File: config.mk
export PLATFORM = sky130hd
export DESIGN_NAME = rpc_power_mode_ctrl
export DESIGN_NICKNAME = d
export VERILOG_FILES = /design/src/core/rpc_pkg.sv /design/src/core/rpc_power_mode_ctrl.sv
export SDC_FILE = /design/constraint.sdc
export NUM_CORES = 1
export LEC_CHECK = 0
export CORE_AREA = 3 3 114 88
export CTS_CLUSTER_SIZE = 30
export DETAILED_ROUTE_END_ITERATION = 6
export DIE_AREA = 0 0 117 91
export DONT_BUFFER_PORTS = 1
export PLACE_DENSITY = 0.75
export SKIP_CTS_REPAIR_TIMING = 1
export SYNTH_ARGS = -nofsm -noshare
export SYNTH_HDL_FRONTEND = slang
export SYNTH_SLANG_ARGS = --single-unit
File: constraint.sdc
create_clock -name clock -period 5.3 [get_ports clock]
set_clock_uncertainty 0.15 [all_clocks]
set_input_delay 0.53 -clock clock [delete_from_list [all_inputs] [get_ports clock]]
set_output_delay 0.53 -clock clock [all_outputs]
set_load 0.05 [all_outputs]
File: src/core/rpc_pkg.sv
// rpc_pkg: constants, enumerations and carriers of the radio power, clock and mode control.
// assumes a single 200 MHz system clock; STAB_CYCLES below is derived from that period.
package rpc_pkg;

    // ----------------------------------------------------------------
    // timing
    // ----------------------------------------------------------------
    localparam int unsigned CLK_PERIOD_PS  = 5000;
    localparam int unsigned STAB_TIME_US   = 550;
    // least time, so round up
    localparam int unsigned STAB_CYCLES    = (STAB_TIME_US * 1000000 + CLK_PERIOD_PS - 1)
                                             / CLK_PERIOD_PS;
    localparam int unsigned MARGIN_CYCLES  = 2000;
    localparam int          STAB_W         = 20;
    localparam logic [3:0]  WAKE_SLOW_TICKS = 4'h4;
    localparam logic [3:0]  WAKE_BASE_TICKS = 4'h6;

    // ----------------------------------------------------------------
    // synchroniser lane positions
    // ----------------------------------------------------------------
    localparam int SY_UPE  = 0;
    localparam int SY_RST  = 1;
    localparam int SY_CE   = 2;
    localparam int SY_SEL  = 3;
    localparam int SY_INT  = 4;
    localparam int SY_EXT  = 5;
    localparam int SY_BASE = 6;
    localparam int SY_N    = 7;

    // ----------------------------------------------------------------
    // encodings and reset values
    // ----------------------------------------------------------------
    localparam logic [1:0] DIV_OFF = 2'h0;
    localparam logic [1:0] DIV_16M = 2'h1;
    localparam logic [1:0] DIV_8M  = 2'h2;
    localparam logic [1:0] DIV_4M  = 2'h3;
    localparam logic [7:0] RSSI_STRONG_DEF = 8'hB0;
    localparam logic [7:0] RSSI_WEAK_DEF   = 8'h50;

    typedef enum logic [8:0] {
        ST_POWER_DOWN = 9'h001,
        ST_RESET      = 9'h002,
        ST_STANDBY    = 9'h004,
        ST_WAITING    = 9'h008,
        ST_WARMUP     = 9'h010,
        ST_TRANSMIT   = 9'h020,
        ST_RECEIVE    = 9'h040,
        ST_LONG_DORM  = 9'h080,
        ST_SHORT_DORM = 9'h100
    } rpc_state_type;

    typedef enum logic [1:0] {
        PM_LOW    = 2'h0,
        PM_NORMAL = 2'h1,
        PM_HIGH   = 2'h2
    } rpc_pmode_type;

    localparam rpc_state_type STATE_RESET = ST_POWER_DOWN;
    localparam rpc_pmode_type PMODE_RESET = PM_NORMAL;

    typedef struct packed {
        logic       sleep_cmd;
        logic       long_dormant_state_cmd;
        logic       tx_event;
        logic       rx_event;
        logic       warmup_done;
        logic       packet_done;
        logic       rssi_valid;
        logic [7:0] rssi;
    } rpc_evt_type;

    typedef struct packed {
        logic          converter_on;
        logic          base_osc_on;
        logic          base_clock_ready;
        logic          full_reset;
        logic          wake_reset;
        logic          baseband_reset;
        logic          pa_path;
        logic          lna_path;
        logic          wake_release;
        rpc_pmode_type pmode;
    } rpc_ctl_type;

endpackage : rpc_pkg

File: src/core/rpc_power_mode_ctrl.sv
// rpc_power_mode_ctrl: radio unit power, clock, reset and mode sequencer.
// assumes pins and slow/base clock levels arrive asynchronously; events arrive on clock.
//
// How it works
// sleep timer counts slow ticks while dormant
// long dormant wake restores converter, oscillator, baseband reset
// short dormant wake: no re-power, no reset
// base clock unusable until stabilization plus margin
// select low: internal slow oscillator used
// select high: external slow square wave used
// divided clock out: off, 16, 8, 4 MHz
// radio reset low resets internal circuitry, except in dormant, reset and power-down states
// long dormant wake issues partial wake reset
// host enables adaptive only as slave
// adaptive: pick power mode from signal strength
// adaptive off: fixed normal power mode
// transmit: warm-up, send, back to waiting
// receive: warm-up, receive, back to waiting
// antenna switch routes active path, isolates other
// switching converter use is selectable
// power enable low forces power-down
// reset rise reaches waiting in 4 slow+6 base
// sleep count reaching duration raises wake release
`timescale 1ns/1ps
module rpc_power_mode_ctrl #(
    parameter int unsigned STAB_CYCLES   = rpc_pkg::STAB_CYCLES,
    parameter int unsigned MARGIN_CYCLES = rpc_pkg::MARGIN_CYCLES,
    parameter int          SLEEP_W       = 24,
    parameter logic [7:0]  RSSI_STRONG   = rpc_pkg::RSSI_STRONG_DEF,
    parameter logic [7:0]  RSSI_WEAK     = rpc_pkg::RSSI_WEAK_DEF
) (
    input  wire logic                  clock,
    input  wire logic                  nrst,
    input  wire logic                  unit_power_enable,
    input  wire logic                  radio_reset_n,
    input  wire logic                  chip_enable,
    input  wire logic                  slow_clock_source_select,
    input  wire logic                  internal_slow_osc,
    input  wire logic                  external_slow_clock_in,
    input  wire logic                  base_clock_in,
    input  wire logic                  converter_select,
    input  wire logic                  adaptive_enable,
    input  wire logic [1:0]            clkout_select,
    input  wire logic [SLEEP_W-1:0]    sleep_duration,
    input  wire rpc_pkg::rpc_evt_type  evt,
    output rpc_pkg::rpc_ctl_type       ctl,
    output rpc_pkg::rpc_state_type     radio_state,
    output logic                       divided_base_clock_out
);

    localparam int STAB_W_L = rpc_pkg::STAB_W;
    localparam logic [STAB_W_L-1:0] STAB_TOTAL = STAB_W_L'(STAB_CYCLES + MARGIN_CYCLES);

    // ----------------------------------------------------------------
    // synchronisers and edge detection
    // ----------------------------------------------------------------
    logic [rpc_pkg::SY_N-1:0] meta_reg;
    logic [rpc_pkg::SY_N-1:0] sync_reg;
    logic                     slow_prev_reg;
    logic                     base_prev_reg;
    logic                     slow_now;
    logic                     slow_tick;
    logic                     base_tick;

    always_ff @(posedge clock) begin
        meta_reg      <= {base_clock_in, external_slow_clock_in, internal_slow_osc,
                          slow_clock_source_select, chip_enable, radio_reset_n, unit_power_enable};
        sync_reg      <= meta_reg;
        slow_prev_reg <= slow_now;
        base_prev_reg <= sync_reg[rpc_pkg::SY_BASE];
    end

    // source mux picks the slow clock before its edge is taken
    assign slow_now  = sync_reg[rpc_pkg::SY_SEL] ? sync_reg[rpc_pkg::SY_EXT]
                                                 : sync_reg[rpc_pkg::SY_INT];
    assign slow_tick = slow_now & ~slow_prev_reg;
    assign base_tick = sync_reg[rpc_pkg::SY_BASE] & ~base_prev_reg;

    // ----------------------------------------------------------------
    // sequencer state
    // ----------------------------------------------------------------
    rpc_pkg::rpc_state_type state_reg,  state_next;
    rpc_pkg::rpc_ctl_type   ctl_reg,    ctl_next;
    logic [STAB_W_L-1:0]    stab_reg,   stab_next;
    logic [SLEEP_W:0]       sleep_reg,  sleep_next;
    logic [3:0]             wslow_reg,  wslow_next;
    logic [3:0]             wbase_reg,  wbase_next;
    logic                   waking_reg, waking_next;
    logic                   dir_tx_reg, dir_tx_next;
    logic [7:0]             rssi_reg,   rssi_next;
    logic [1:0]             div_reg,    div_next;
    logic                   clko_reg,   clko_next;
    logic                   upe, rst_n, ce, osc_on, ready;

    always_comb begin
        upe         = sync_reg[rpc_pkg::SY_UPE];
        rst_n       = sync_reg[rpc_pkg::SY_RST];
        ce          = sync_reg[rpc_pkg::SY_CE];
        state_next  = state_reg;
        stab_next   = stab_reg;
        sleep_next  = sleep_reg;
        wslow_next  = wslow_reg;
        wbase_next  = wbase_reg;
        waking_next = waking_reg;
        dir_tx_next = dir_tx_reg;
        rssi_next   = rssi_reg;
        ctl_next    = ctl_reg;
        ctl_next.wake_reset     = 1'b0;
        ctl_next.baseband_reset = 1'b0;
        ctl_next.wake_release   = 1'b0;
        ctl_next.full_reset     = 1'b0;
        ready = (stab_reg >= STAB_TOTAL);

        case (state_reg)
            rpc_pkg::ST_POWER_DOWN: begin
                if (upe) state_next = rpc_pkg::ST_RESET;
            end
            rpc_pkg::ST_RESET: begin
                if (ce) state_next = rpc_pkg::ST_STANDBY;
            end
            rpc_pkg::ST_STANDBY: begin
                if (!ce) begin
                    state_next = rpc_pkg::ST_RESET;
                end else if (!rst_n || !ready) begin
                    wslow_next = 4'h0;
                    wbase_next = 4'h0;
                end else if (wslow_reg < rpc_pkg::WAKE_SLOW_TICKS) begin
                    if (slow_tick) wslow_next = wslow_reg + 4'h1;
                end else if (wbase_reg < rpc_pkg::WAKE_BASE_TICKS) begin
                    if (base_tick) wbase_next = wbase_reg + 4'h1;
                end else begin
                    state_next = rpc_pkg::ST_WAITING;
                end
            end
            rpc_pkg::ST_WAITING: begin
                if (evt.tx_event || evt.rx_event) begin
                    state_next  = rpc_pkg::ST_WARMUP;
                    dir_tx_next = evt.tx_event;
                end else if (evt.long_dormant_state_cmd) begin
                    state_next = rpc_pkg::ST_LONG_DORM;
                end else if (evt.sleep_cmd) begin
                    state_next = rpc_pkg::ST_SHORT_DORM;
                end
                sleep_next  = '0;
                waking_next = 1'b0;
            end
            rpc_pkg::ST_WARMUP: begin
                if (evt.warmup_done)
                    state_next = dir_tx_reg ? rpc_pkg::ST_TRANSMIT : rpc_pkg::ST_RECEIVE;
            end
            rpc_pkg::ST_TRANSMIT: begin
                if (evt.packet_done) state_next = rpc_pkg::ST_WAITING;
            end
            rpc_pkg::ST_RECEIVE: begin
                if (evt.rssi_valid) rssi_next = evt.rssi;
                if (evt.packet_done) begin
                    state_next = rpc_pkg::ST_WAITING;
                    if (adaptive_enable) begin
                        if (rssi_reg >= RSSI_STRONG)    ctl_next.pmode = rpc_pkg::PM_LOW;
                        else if (rssi_reg <= RSSI_WEAK) ctl_next.pmode = rpc_pkg::PM_HIGH;
                        else                            ctl_next.pmode = rpc_pkg::PM_NORMAL;
                    end
                end
            end
            rpc_pkg::ST_LONG_DORM, rpc_pkg::ST_SHORT_DORM: begin
                if (!waking_reg && slow_tick) begin
                    if (sleep_reg + 1'b1 >= {1'b0, sleep_duration}) begin
                        ctl_next.wake_release = 1'b1;
                        if (state_reg == rpc_pkg::ST_SHORT_DORM)
                            state_next = rpc_pkg::ST_WAITING;
                        else
                            waking_next = 1'b1;
                    end else begin
                        sleep_next = sleep_reg + 1'b1;
                    end
                end else if (waking_reg && ready) begin
                    state_next              = rpc_pkg::ST_WAITING;
                    waking_next             = 1'b0;
                    ctl_next.wake_reset     = 1'b1;
                    ctl_next.baseband_reset = 1'b1;
                end
            end
            default: begin
                state_next = rpc_pkg::ST_POWER_DOWN;
            end
        endcase

        // pin reset pulls a next state of standby, waiting, warm-up, transmit or receive back to standby; dormant, reset and power-down next states are left alone
        if (!rst_n && (state_next == rpc_pkg::ST_WAITING || state_next == rpc_pkg::ST_WARMUP
                    || state_next == rpc_pkg::ST_TRANSMIT || state_next == rpc_pkg::ST_RECEIVE
                    || state_next == rpc_pkg::ST_STANDBY)) begin
            state_next          = rpc_pkg::ST_STANDBY;
            ctl_next.full_reset = 1'b1;
        end
        if (!upe) begin
            state_next          = rpc_pkg::ST_POWER_DOWN;
            waking_next         = 1'b0;
            ctl_next.full_reset = 1'b0;
        end
        if (!adaptive_enable) ctl_next.pmode = rpc_pkg::PM_NORMAL;

        // oscillator and converter follow the next state so outputs line up with it
        osc_on = !(state_next == rpc_pkg::ST_POWER_DOWN || state_next == rpc_pkg::ST_RESET
                || (state_next == rpc_pkg::ST_LONG_DORM && !waking_next));
        ctl_next.base_osc_on  = osc_on;
        ctl_next.converter_on = osc_on && converter_select;
        // restart from stop clears the stabilization count
        if (!osc_on)           stab_next = '0;
        else if (!ready)       stab_next = stab_reg + 1'b1;
        ctl_next.base_clock_ready = osc_on && ready;
        ctl_next.pa_path  = (state_next == rpc_pkg::ST_TRANSMIT);
        ctl_next.lna_path = (state_next == rpc_pkg::ST_RECEIVE);
    end

    // ----------------------------------------------------------------
    // divided base clock output
    // ----------------------------------------------------------------
    always_comb begin
        div_next  = div_reg;
        clko_next = clko_reg;
        if (base_tick) div_next = div_reg + 2'h1;
        if (clkout_select == rpc_pkg::DIV_OFF || !ctl_reg.base_clock_ready) begin
            clko_next = 1'b0;
            div_next  = 2'h0;
        end else if (base_tick) begin
            case (clkout_select)
                rpc_pkg::DIV_16M: clko_next = ~clko_reg;
                rpc_pkg::DIV_8M:  clko_next = (div_reg[0] == 1'b0) ? ~clko_reg : clko_reg;
                rpc_pkg::DIV_4M:  clko_next = (div_reg == 2'h0) ? ~clko_reg : clko_reg;
                default:          clko_next = 1'b0;
            endcase
        end
    end

    always_ff @(posedge clock) begin
        if (!nrst) begin
            state_reg  <= rpc_pkg::STATE_RESET;
            ctl_reg    <= '{pmode: rpc_pkg::PMODE_RESET, default: 1'b0};
            stab_reg   <= '0;
            sleep_reg  <= '0;
            wslow_reg  <= 4'h0;
            wbase_reg  <= 4'h0;
            waking_reg <= 1'b0;
            dir_tx_reg <= 1'b0;
            rssi_reg   <= 8'h00;
            div_reg    <= 2'h0;
            clko_reg   <= 1'b0;
        end else begin
            state_reg  <= state_next;
            ctl_reg    <= ctl_next;
            stab_reg   <= stab_next;
            sleep_reg  <= sleep_next;
            wslow_reg  <= wslow_next;
            wbase_reg  <= wbase_next;
            waking_reg <= waking_next;
            dir_tx_reg <= dir_tx_next;
            rssi_reg   <= rssi_next;
            div_reg    <= div_next;
            clko_reg   <= clko_next;
        end
    end

    assign ctl                    = ctl_reg;
    assign radio_state            = state_reg;
    assign divided_base_clock_out = clko_reg;
endmodule : rpc_power_mode_ctrl

==> run metrics, run 1 <==
outcome complete, no violations; Leak around 2.3 nW; Compound-Gate Fraction of Synth Area between 10% and 20%; setup repair after global routing missed its margin false; synthesized instance count 635; critical path type flip-flop to flip-flop; Final GP Congestion roughly 0.86; mux cell area share after synthesis 0.7464%; HP Class input port to flip-flop; core region area ~9000 µm²; Largest register FFs 25; Max Slew Vio Count 0; Syn Area/Cell 8.447 µm²; clk_lat worst skew 350 ps; vias in the first global route roughly 4,200; Slew HR between 30% and 40%; # port buffers 0; register area share after synthesis 37.70%; total gr overflow 0; antenna violations before repair 0; CTS buffer count 9; drt drc 0; Reg clk slew, reported paths 70 ps; number of flops mapped to enable cells by yosys 0; ANT nets after route 0; Max VDD drop 225.8 µV; Root Buffer clkbuf_16; Critical Path AT 4860 ps; maxcap violations 0; Yosys top cell by area dfxtp_1; HPWL Detailed between 9000 and 10,000 µm; critical-path cell list nand3_1 > nor3_2 > and3_1 > and2_1 > nand4_1 > xnor2_1 > ha_1 > nand3_1 > nor4_1 > nand4_1 > a21oi_1 > o311a_1 > o21ai_0 > o31ai_1; fin crit share about nine tenths; Final Util a little under two thirds; Synth Area in XOR/XNOR 6.858%; Total GRT Usage between 20% and 30%; Final nets 712; mean routed wirelength per cell between 15 and 20 µm; Die Ht between 90 and 100 µm; Synthesized Nets approximately 700; largest net degree at the start of global routing 26; post-synthesis cell area approximately 5400 µm²; Area Growth Syn to Fin 6.835%; CTS tree built; overall power between 1.5 and 2 mW; Max Root-Sink Buffers 2; Post-Synth Adder-Cell Area under 10%; Netlist cell types approximately 70; H-tree depth 3; DIE AREA about 11,000 µm²; Peak Freq approximately 0.21 GHz; global-route wire length before repair roughly 20,000 µm; Setup Viol. Count Final 0; Layout Cell Area excl Fill 5731 µm²; placed instance area approximately 5400 µm²; total wire length around 12,000 µm; asr flop ratio synth 0%; I/O pin total 73; CP max stage delay roughly 630 ps; critical path startpoint category flip-flop; antenna cells 0; largest family of logic cells by synthesized area simple AND/OR/NAND/NOR gates; drt via density 5.954; Fin. Hold Viols 0; ys flop type dfxtp_1; Final Non-Filler Cells roughly 750; dpl cells roughly 730; Seq cells post-synth slightly above 100; worst slew pin tran 936.2 ps; clock sink total 101; crit path max fanout 13; final setup TNS 0 ps; Yosys warning count 0; Setup crit end kind flip-flop; Synth top area share a little under two fifths; CP required between 5000 and 6000 ps; Filler Cells Inserted between 700 and 800; critical path's slowest cell nor4_1; Starting Density a little under 60%; Simple-Gate Fraction of Synth Area 25.82%; minimum clock period between 4000 and 5000 ps; drt first-iter violations between 200 and 250; die width ~120 µm; Multi-input gate area roughly 3000 µm²; ranking of synthesized cells by area dfxtp_1 (38%), ha_1 (7.0%), a21oi_1 (4.9%); share of layout cells above drive strength 1 between 8 and 9%; sequential cell area 2022 µm²; Pre-antenna DRT Iters 5; Vias 4,448; # rows 30; ratio of total power to cell area 262.4 nW/µm²
routing by layer:
metal  up-vias  GRT usage, %  share of wire [%]
met4         0         7.641                1.7
li1       2219             -                  -
met2       148         35.13                 45
met5         -             0                  0
met1      2062         31.99                 46
met3        19         6.729                7.4
where the power goes:
part / switching (mW) / total [mW] / internal [mW]
sequential: 0.0133 / 0.781 / 0.768
combinational: 0.0371 / 0.0598 / 0.0226
clock: 0.293 / 0.663 / 0.370
area by class of cell:
class                   instances  area share, %
clock buffers                  10          3.996
clock inverters                 6          1.266
inverters                      51          3.341
multi-input cells             465          53.41
flip-flops and latches        101          35.28
well taps                     112          2.445
repair buffers                  2         0.2620
cells in the final DEF, fill, tap and decap left out, types with 3 or more instances in the layout:
cell | Yosys | final
nand2_1 | 61 | 61
clkbuf_16 | 0 | 9
nor3b_1 | 3 | 3
o21ai_0 | 20 | 20
inv_1 | 51 | 51
mux2i_1 | 4 | 4
o31ai_1 | 9 | 9
nand3_1 | 36 | 36
nor3_1 | 10 | 9
and2_1 | 9 | 9
nand4_1 | 20 | 20
a211oi_1 | 5 | 5
clkinvlp_4 | 0 | 3
a22o_1 | 3 | 3
a22oi_1 | 3 | 3
xnor2_1 | 21 | 21
o211a_1 | 3 | 3
and3_1 | 11 | 11
a21oi_1 | 52 | 52
nor4_1 | 3 | 3
o211ai_1 | 5 | 5
dfxtp_1 | 101 | 101
ha_1 | 30 | 30
xor2_1 | 21 | 21
nor2_1 | 56 | 56
nor2_2 | 19 | 19
nand2b_1 | 6 | 6
and4_1 | 3 | 3
nor3_2 | 2 | 3
synth_stat cells, drive strengths merged (3+ instances only):
library cell	number
dfxtp	101
nor2	75
nand2	61
a21oi	54
inv	51
nand3	36
ha	30
nand4	21
o21ai	21
xnor2	21
xor2	21
nor3	13
and3	12
o31ai	11
and2	10
clkbuf	10
buf	8
nand2b	7
o211ai	6
a211oi	5
and4	4
mux2i	4
nor4	4
a22o	3
a22oi	3
nand4b	3
nor3b	3
nor4b	3
o211a	3
worst max-delay path: cells and delay by family (launching register included):
kind / cells / cell delay (ps)
fa+ha+maj: 1 / 300
flops: 1 / 440
simple gates: 8 / 2270
compound gates: 4 / 1310
xor+xnor: 1 / 180
per-stage QoR:
stage | setup WS [ps] | hold slack, ps
after floorplan | 1418 | 159.6
after global placement | 800.6 | 161.3
after detailed placement | 503.1 | 162.8
after CTS | 490.3 | 47.07
after global routing | 160.1 | 42.52
final | 542.4 | 52.40
kinds of logic (layout without fill, tap and decap cells):
family,after synthesis,count (layout)
and+or+nand+nor,259,259
AOI/OAI and AO/OA,130,130
DFF,101,101
buffers and inverters,69,69
xor gates and xnor gates,42,42
adders and majority gates,30,30
muxes,4,4
worst paths after layout:
kind / startpoint / endpoint / slack [ps] / cells after the start
setup reg to reg: sleep_reg[2]$_SDFFE_PN0P_ / sleep_reg[11]$_SDFFE_PN0P_ / 540 / 14
hold reg to reg: meta_reg[3]$_DFF_P_ / sync_reg[3]$_DFF_P_ / 180 / 0
hold / removal: external_slow_clock_in / meta_reg[5]$_DFF_P_ / 50 / 0
setup / recovery: sleep_reg[2]$_SDFFE_PN0P_ / sleep_reg[11]$_SDFFE_PN0P_ / 540 / 14
Power figures use the tool's default switching activity.
==> run 2, diff against run 1 <==
--- a/config.mk
+++ b/config.mk
@@ -5,12 +5,12 @@
 export SDC_FILE = /design/constraint.sdc
 export NUM_CORES = 1
 export LEC_CHECK = 0
-export CORE_AREA = 3 3 114 88
+export BUFFER_PORTS_ARGS = -buffer_cell sky130_fd_sc_hd__clkbuf_2
+export CORE_AREA = 3 3 116 90
 export CTS_CLUSTER_SIZE = 30
 export DETAILED_ROUTE_END_ITERATION = 6
-export DIE_AREA = 0 0 117 91
-export DONT_BUFFER_PORTS = 1
-export PLACE_DENSITY = 0.75
+export DIE_AREA = 0 0 119 93
+export PLACE_DENSITY = 0.79
 export SKIP_CTS_REPAIR_TIMING = 1
 export SYNTH_ARGS = -nofsm -noshare
 export SYNTH_HDL_FRONTEND = slang
==> run 2 against run 1 <==
  * Routed wire length up 5.7%
  * Sequential cell count stayed put
  * Combinational power rose by 56%
  * Critical path depth unchanged
  * Count of clock-buffer cells in the layout did not move
  * Power grew 5.9%
==> run metrics, run 2 (synthesis gave the netlist of run 1 again) <==
vias in the first global route between 4,000 and 5,000; Vias approximately 4,800; mean routed wirelength per cell about 15 µm; # port buffers 72; Largest register FFs 25; overall power 1.593 mW; CTS buffer count 9; total gr overflow 0; Slew HR roughly two fifths; largest net degree at the start of global routing 26; CP required between 5000 and 6000 ps; worst slack at placement between 600 and 700 ps; HPWL Detailed around 9700 µm; ANT nets after route 0; sw frac around 23%; Die Ht 93 µm; Total GRT Usage between 20% and 30%; critical path startpoint category flip-flop; critical-path cell list nand3_1 > nor3_1 > and3_1 > and2_1 > nand4_1 > xnor2_1 > ha_1 > nand3_1 > nor4_1 > nand4_1 > a21oi_1 > o311a_1 > o21ai_0 > o31ai_1; Clock Power Share roughly 46%; H-tree depth 3; Setup crit end kind flip-flop; Max Root-Sink Buffers 2; Max VDD drop 198.0 µV; CP max stage delay approximately 630 ps; worst slew pin tran slightly below 900 ps; Reg clk slew, reported paths roughly 70 ps; Starting Density a little under three fifths; internal power about 1.2 mW; Peak Freq just over 0.2 GHz; ratio of total power to cell area 259.3 nW/µm²; M2 GR Usage 36.06%; setup ws final between 400 and 500 ps; Area Growth Syn to Fin 14.51%; critical path type flip-flop to flip-flop; setup repair after global routing missed its margin false; fin crit share 91.57%; Reg power frac approximately 50%; critical path's slowest cell nor3_1; met1 usage in global routing roughly 33%; outcome complete, no violations; Setup Viol. Count Final 0; drt first-iter violations 380; CTS tree built; maxcap violations 0; Filler Cells Inserted 784; DIE AREA 11,070 µm²; clock sink total 101; Hold Path Depth 1; worst r2r path cells 14; grt peak-use layer met2; drt drc 0; HP Class input port to flip-flop; Leak 2.589 nW; Max Slew Vio Count 0; core region area between 9000 and 10,000 µm²; Final Util 64.63%; clk_lat worst skew ~350 ps; minimum clock period a little under 5000 ps; drt via density between 5 and 6; met3 Use GR about 6.7%; antenna cells 0; Final GP Congestion between 0.9 and 1; Critical Path AT a little under 5000 ps; Pre-antenna DRT Iters 5; total wire length between 10,000 and 15,000 µm; # rows 31; global-route wire length before repair roughly 21,000 µm; final setup TNS 0 ps; combinational power share under 10%; Root Buffer clkbuf_16; switching power between 300 and 400 µW; antenna violations before repair 0; share of layout cells above drive strength 1 about 18%; crit path max fanout 13; die width about 120 µm; I/O pin total 73; most common cell after layout, fill and taps aside dfxtp_1; commonest cells after routing, fill and taps aside dfxtp_1 (101), clkbuf_2 (72), nand2_1 (61), nor2_1 (56), a21oi_1 (52); Fin. Hold Viols 0; Final nets ~780
## run 2: changes by cell type in the layout (fill, tap and decap cells not counted), sizes merged
cell / change
clkbuf: +72
clkinvlp: -2
bufinv: +1
clkinv: +1
## run 2: worst paths after layout
path	slack, ps	to	from
setup / recovery	450	sleep_reg[7]$_SDFFE_PN0P_	sleep_reg[2]$_SDFFE_PN0P_
hold / removal	130	meta_reg[2]$_DFF_P_	chip_enable
setup reg to reg	450	sleep_reg[7]$_SDFFE_PN0P_	sleep_reg[2]$_SDFFE_PN0P_
hold reg to reg	180	sync_reg[5]$_DFF_P_	meta_reg[5]$_DFF_P_
## run 2: metrics by stage
step,instance area [µm²],hold slack (ps),instances
floorplan,5364,159.6,635
global placement,5809,161.5,823
detailed placement,5809,162.1,823
CTS,6142,118.0,839
global route,6142,108.0,839
finish,6142,127.5,839
## run 2: layout make-up
class                           instances  area [µm²]  share of cell area, %
Multi-Input combinational cell        465        3055                  49.75
Sequential cell                       101        2022                  32.92
Timing Repair Buffer                   74       375.4                  6.111
Clock buffer                           10       239.0                  3.891
Inverter                               51       191.4                  3.117
Tap cell                              132       165.2                  2.689
Clock inverter                          6       93.84                  1.528
## run 2: layer usage
metal,vias up,wire length [µm]
met2,199,5629
met3,23,1049
met1,2194,5936
met4,0,223
met5,-,0
li1,2370,-
## run 2: critical path, delay by kind of cell (launching register included)
kind / cells / cell delay [ps]
AND/OR/NAND/NOR: 8 / 2310
flip-flops: 1 / 450
XOR/XNOR: 1 / 180
AO/OA/AOI/OAI: 4 / 1350
adder cells (fa/ha/maj): 1 / 300
## run 2: power groups by stage
stage	clock network (mW)	logic, mW	registers, mW
after floorplan	0	0.0510	0.797
after global placement	0	0.0894	0.791
after detailed placement	0	0.0920	0.791
after CTS	0.736	0.0931	0.774
after global routing	0.770	0.103	0.775
final	0.726	0.0933	0.774
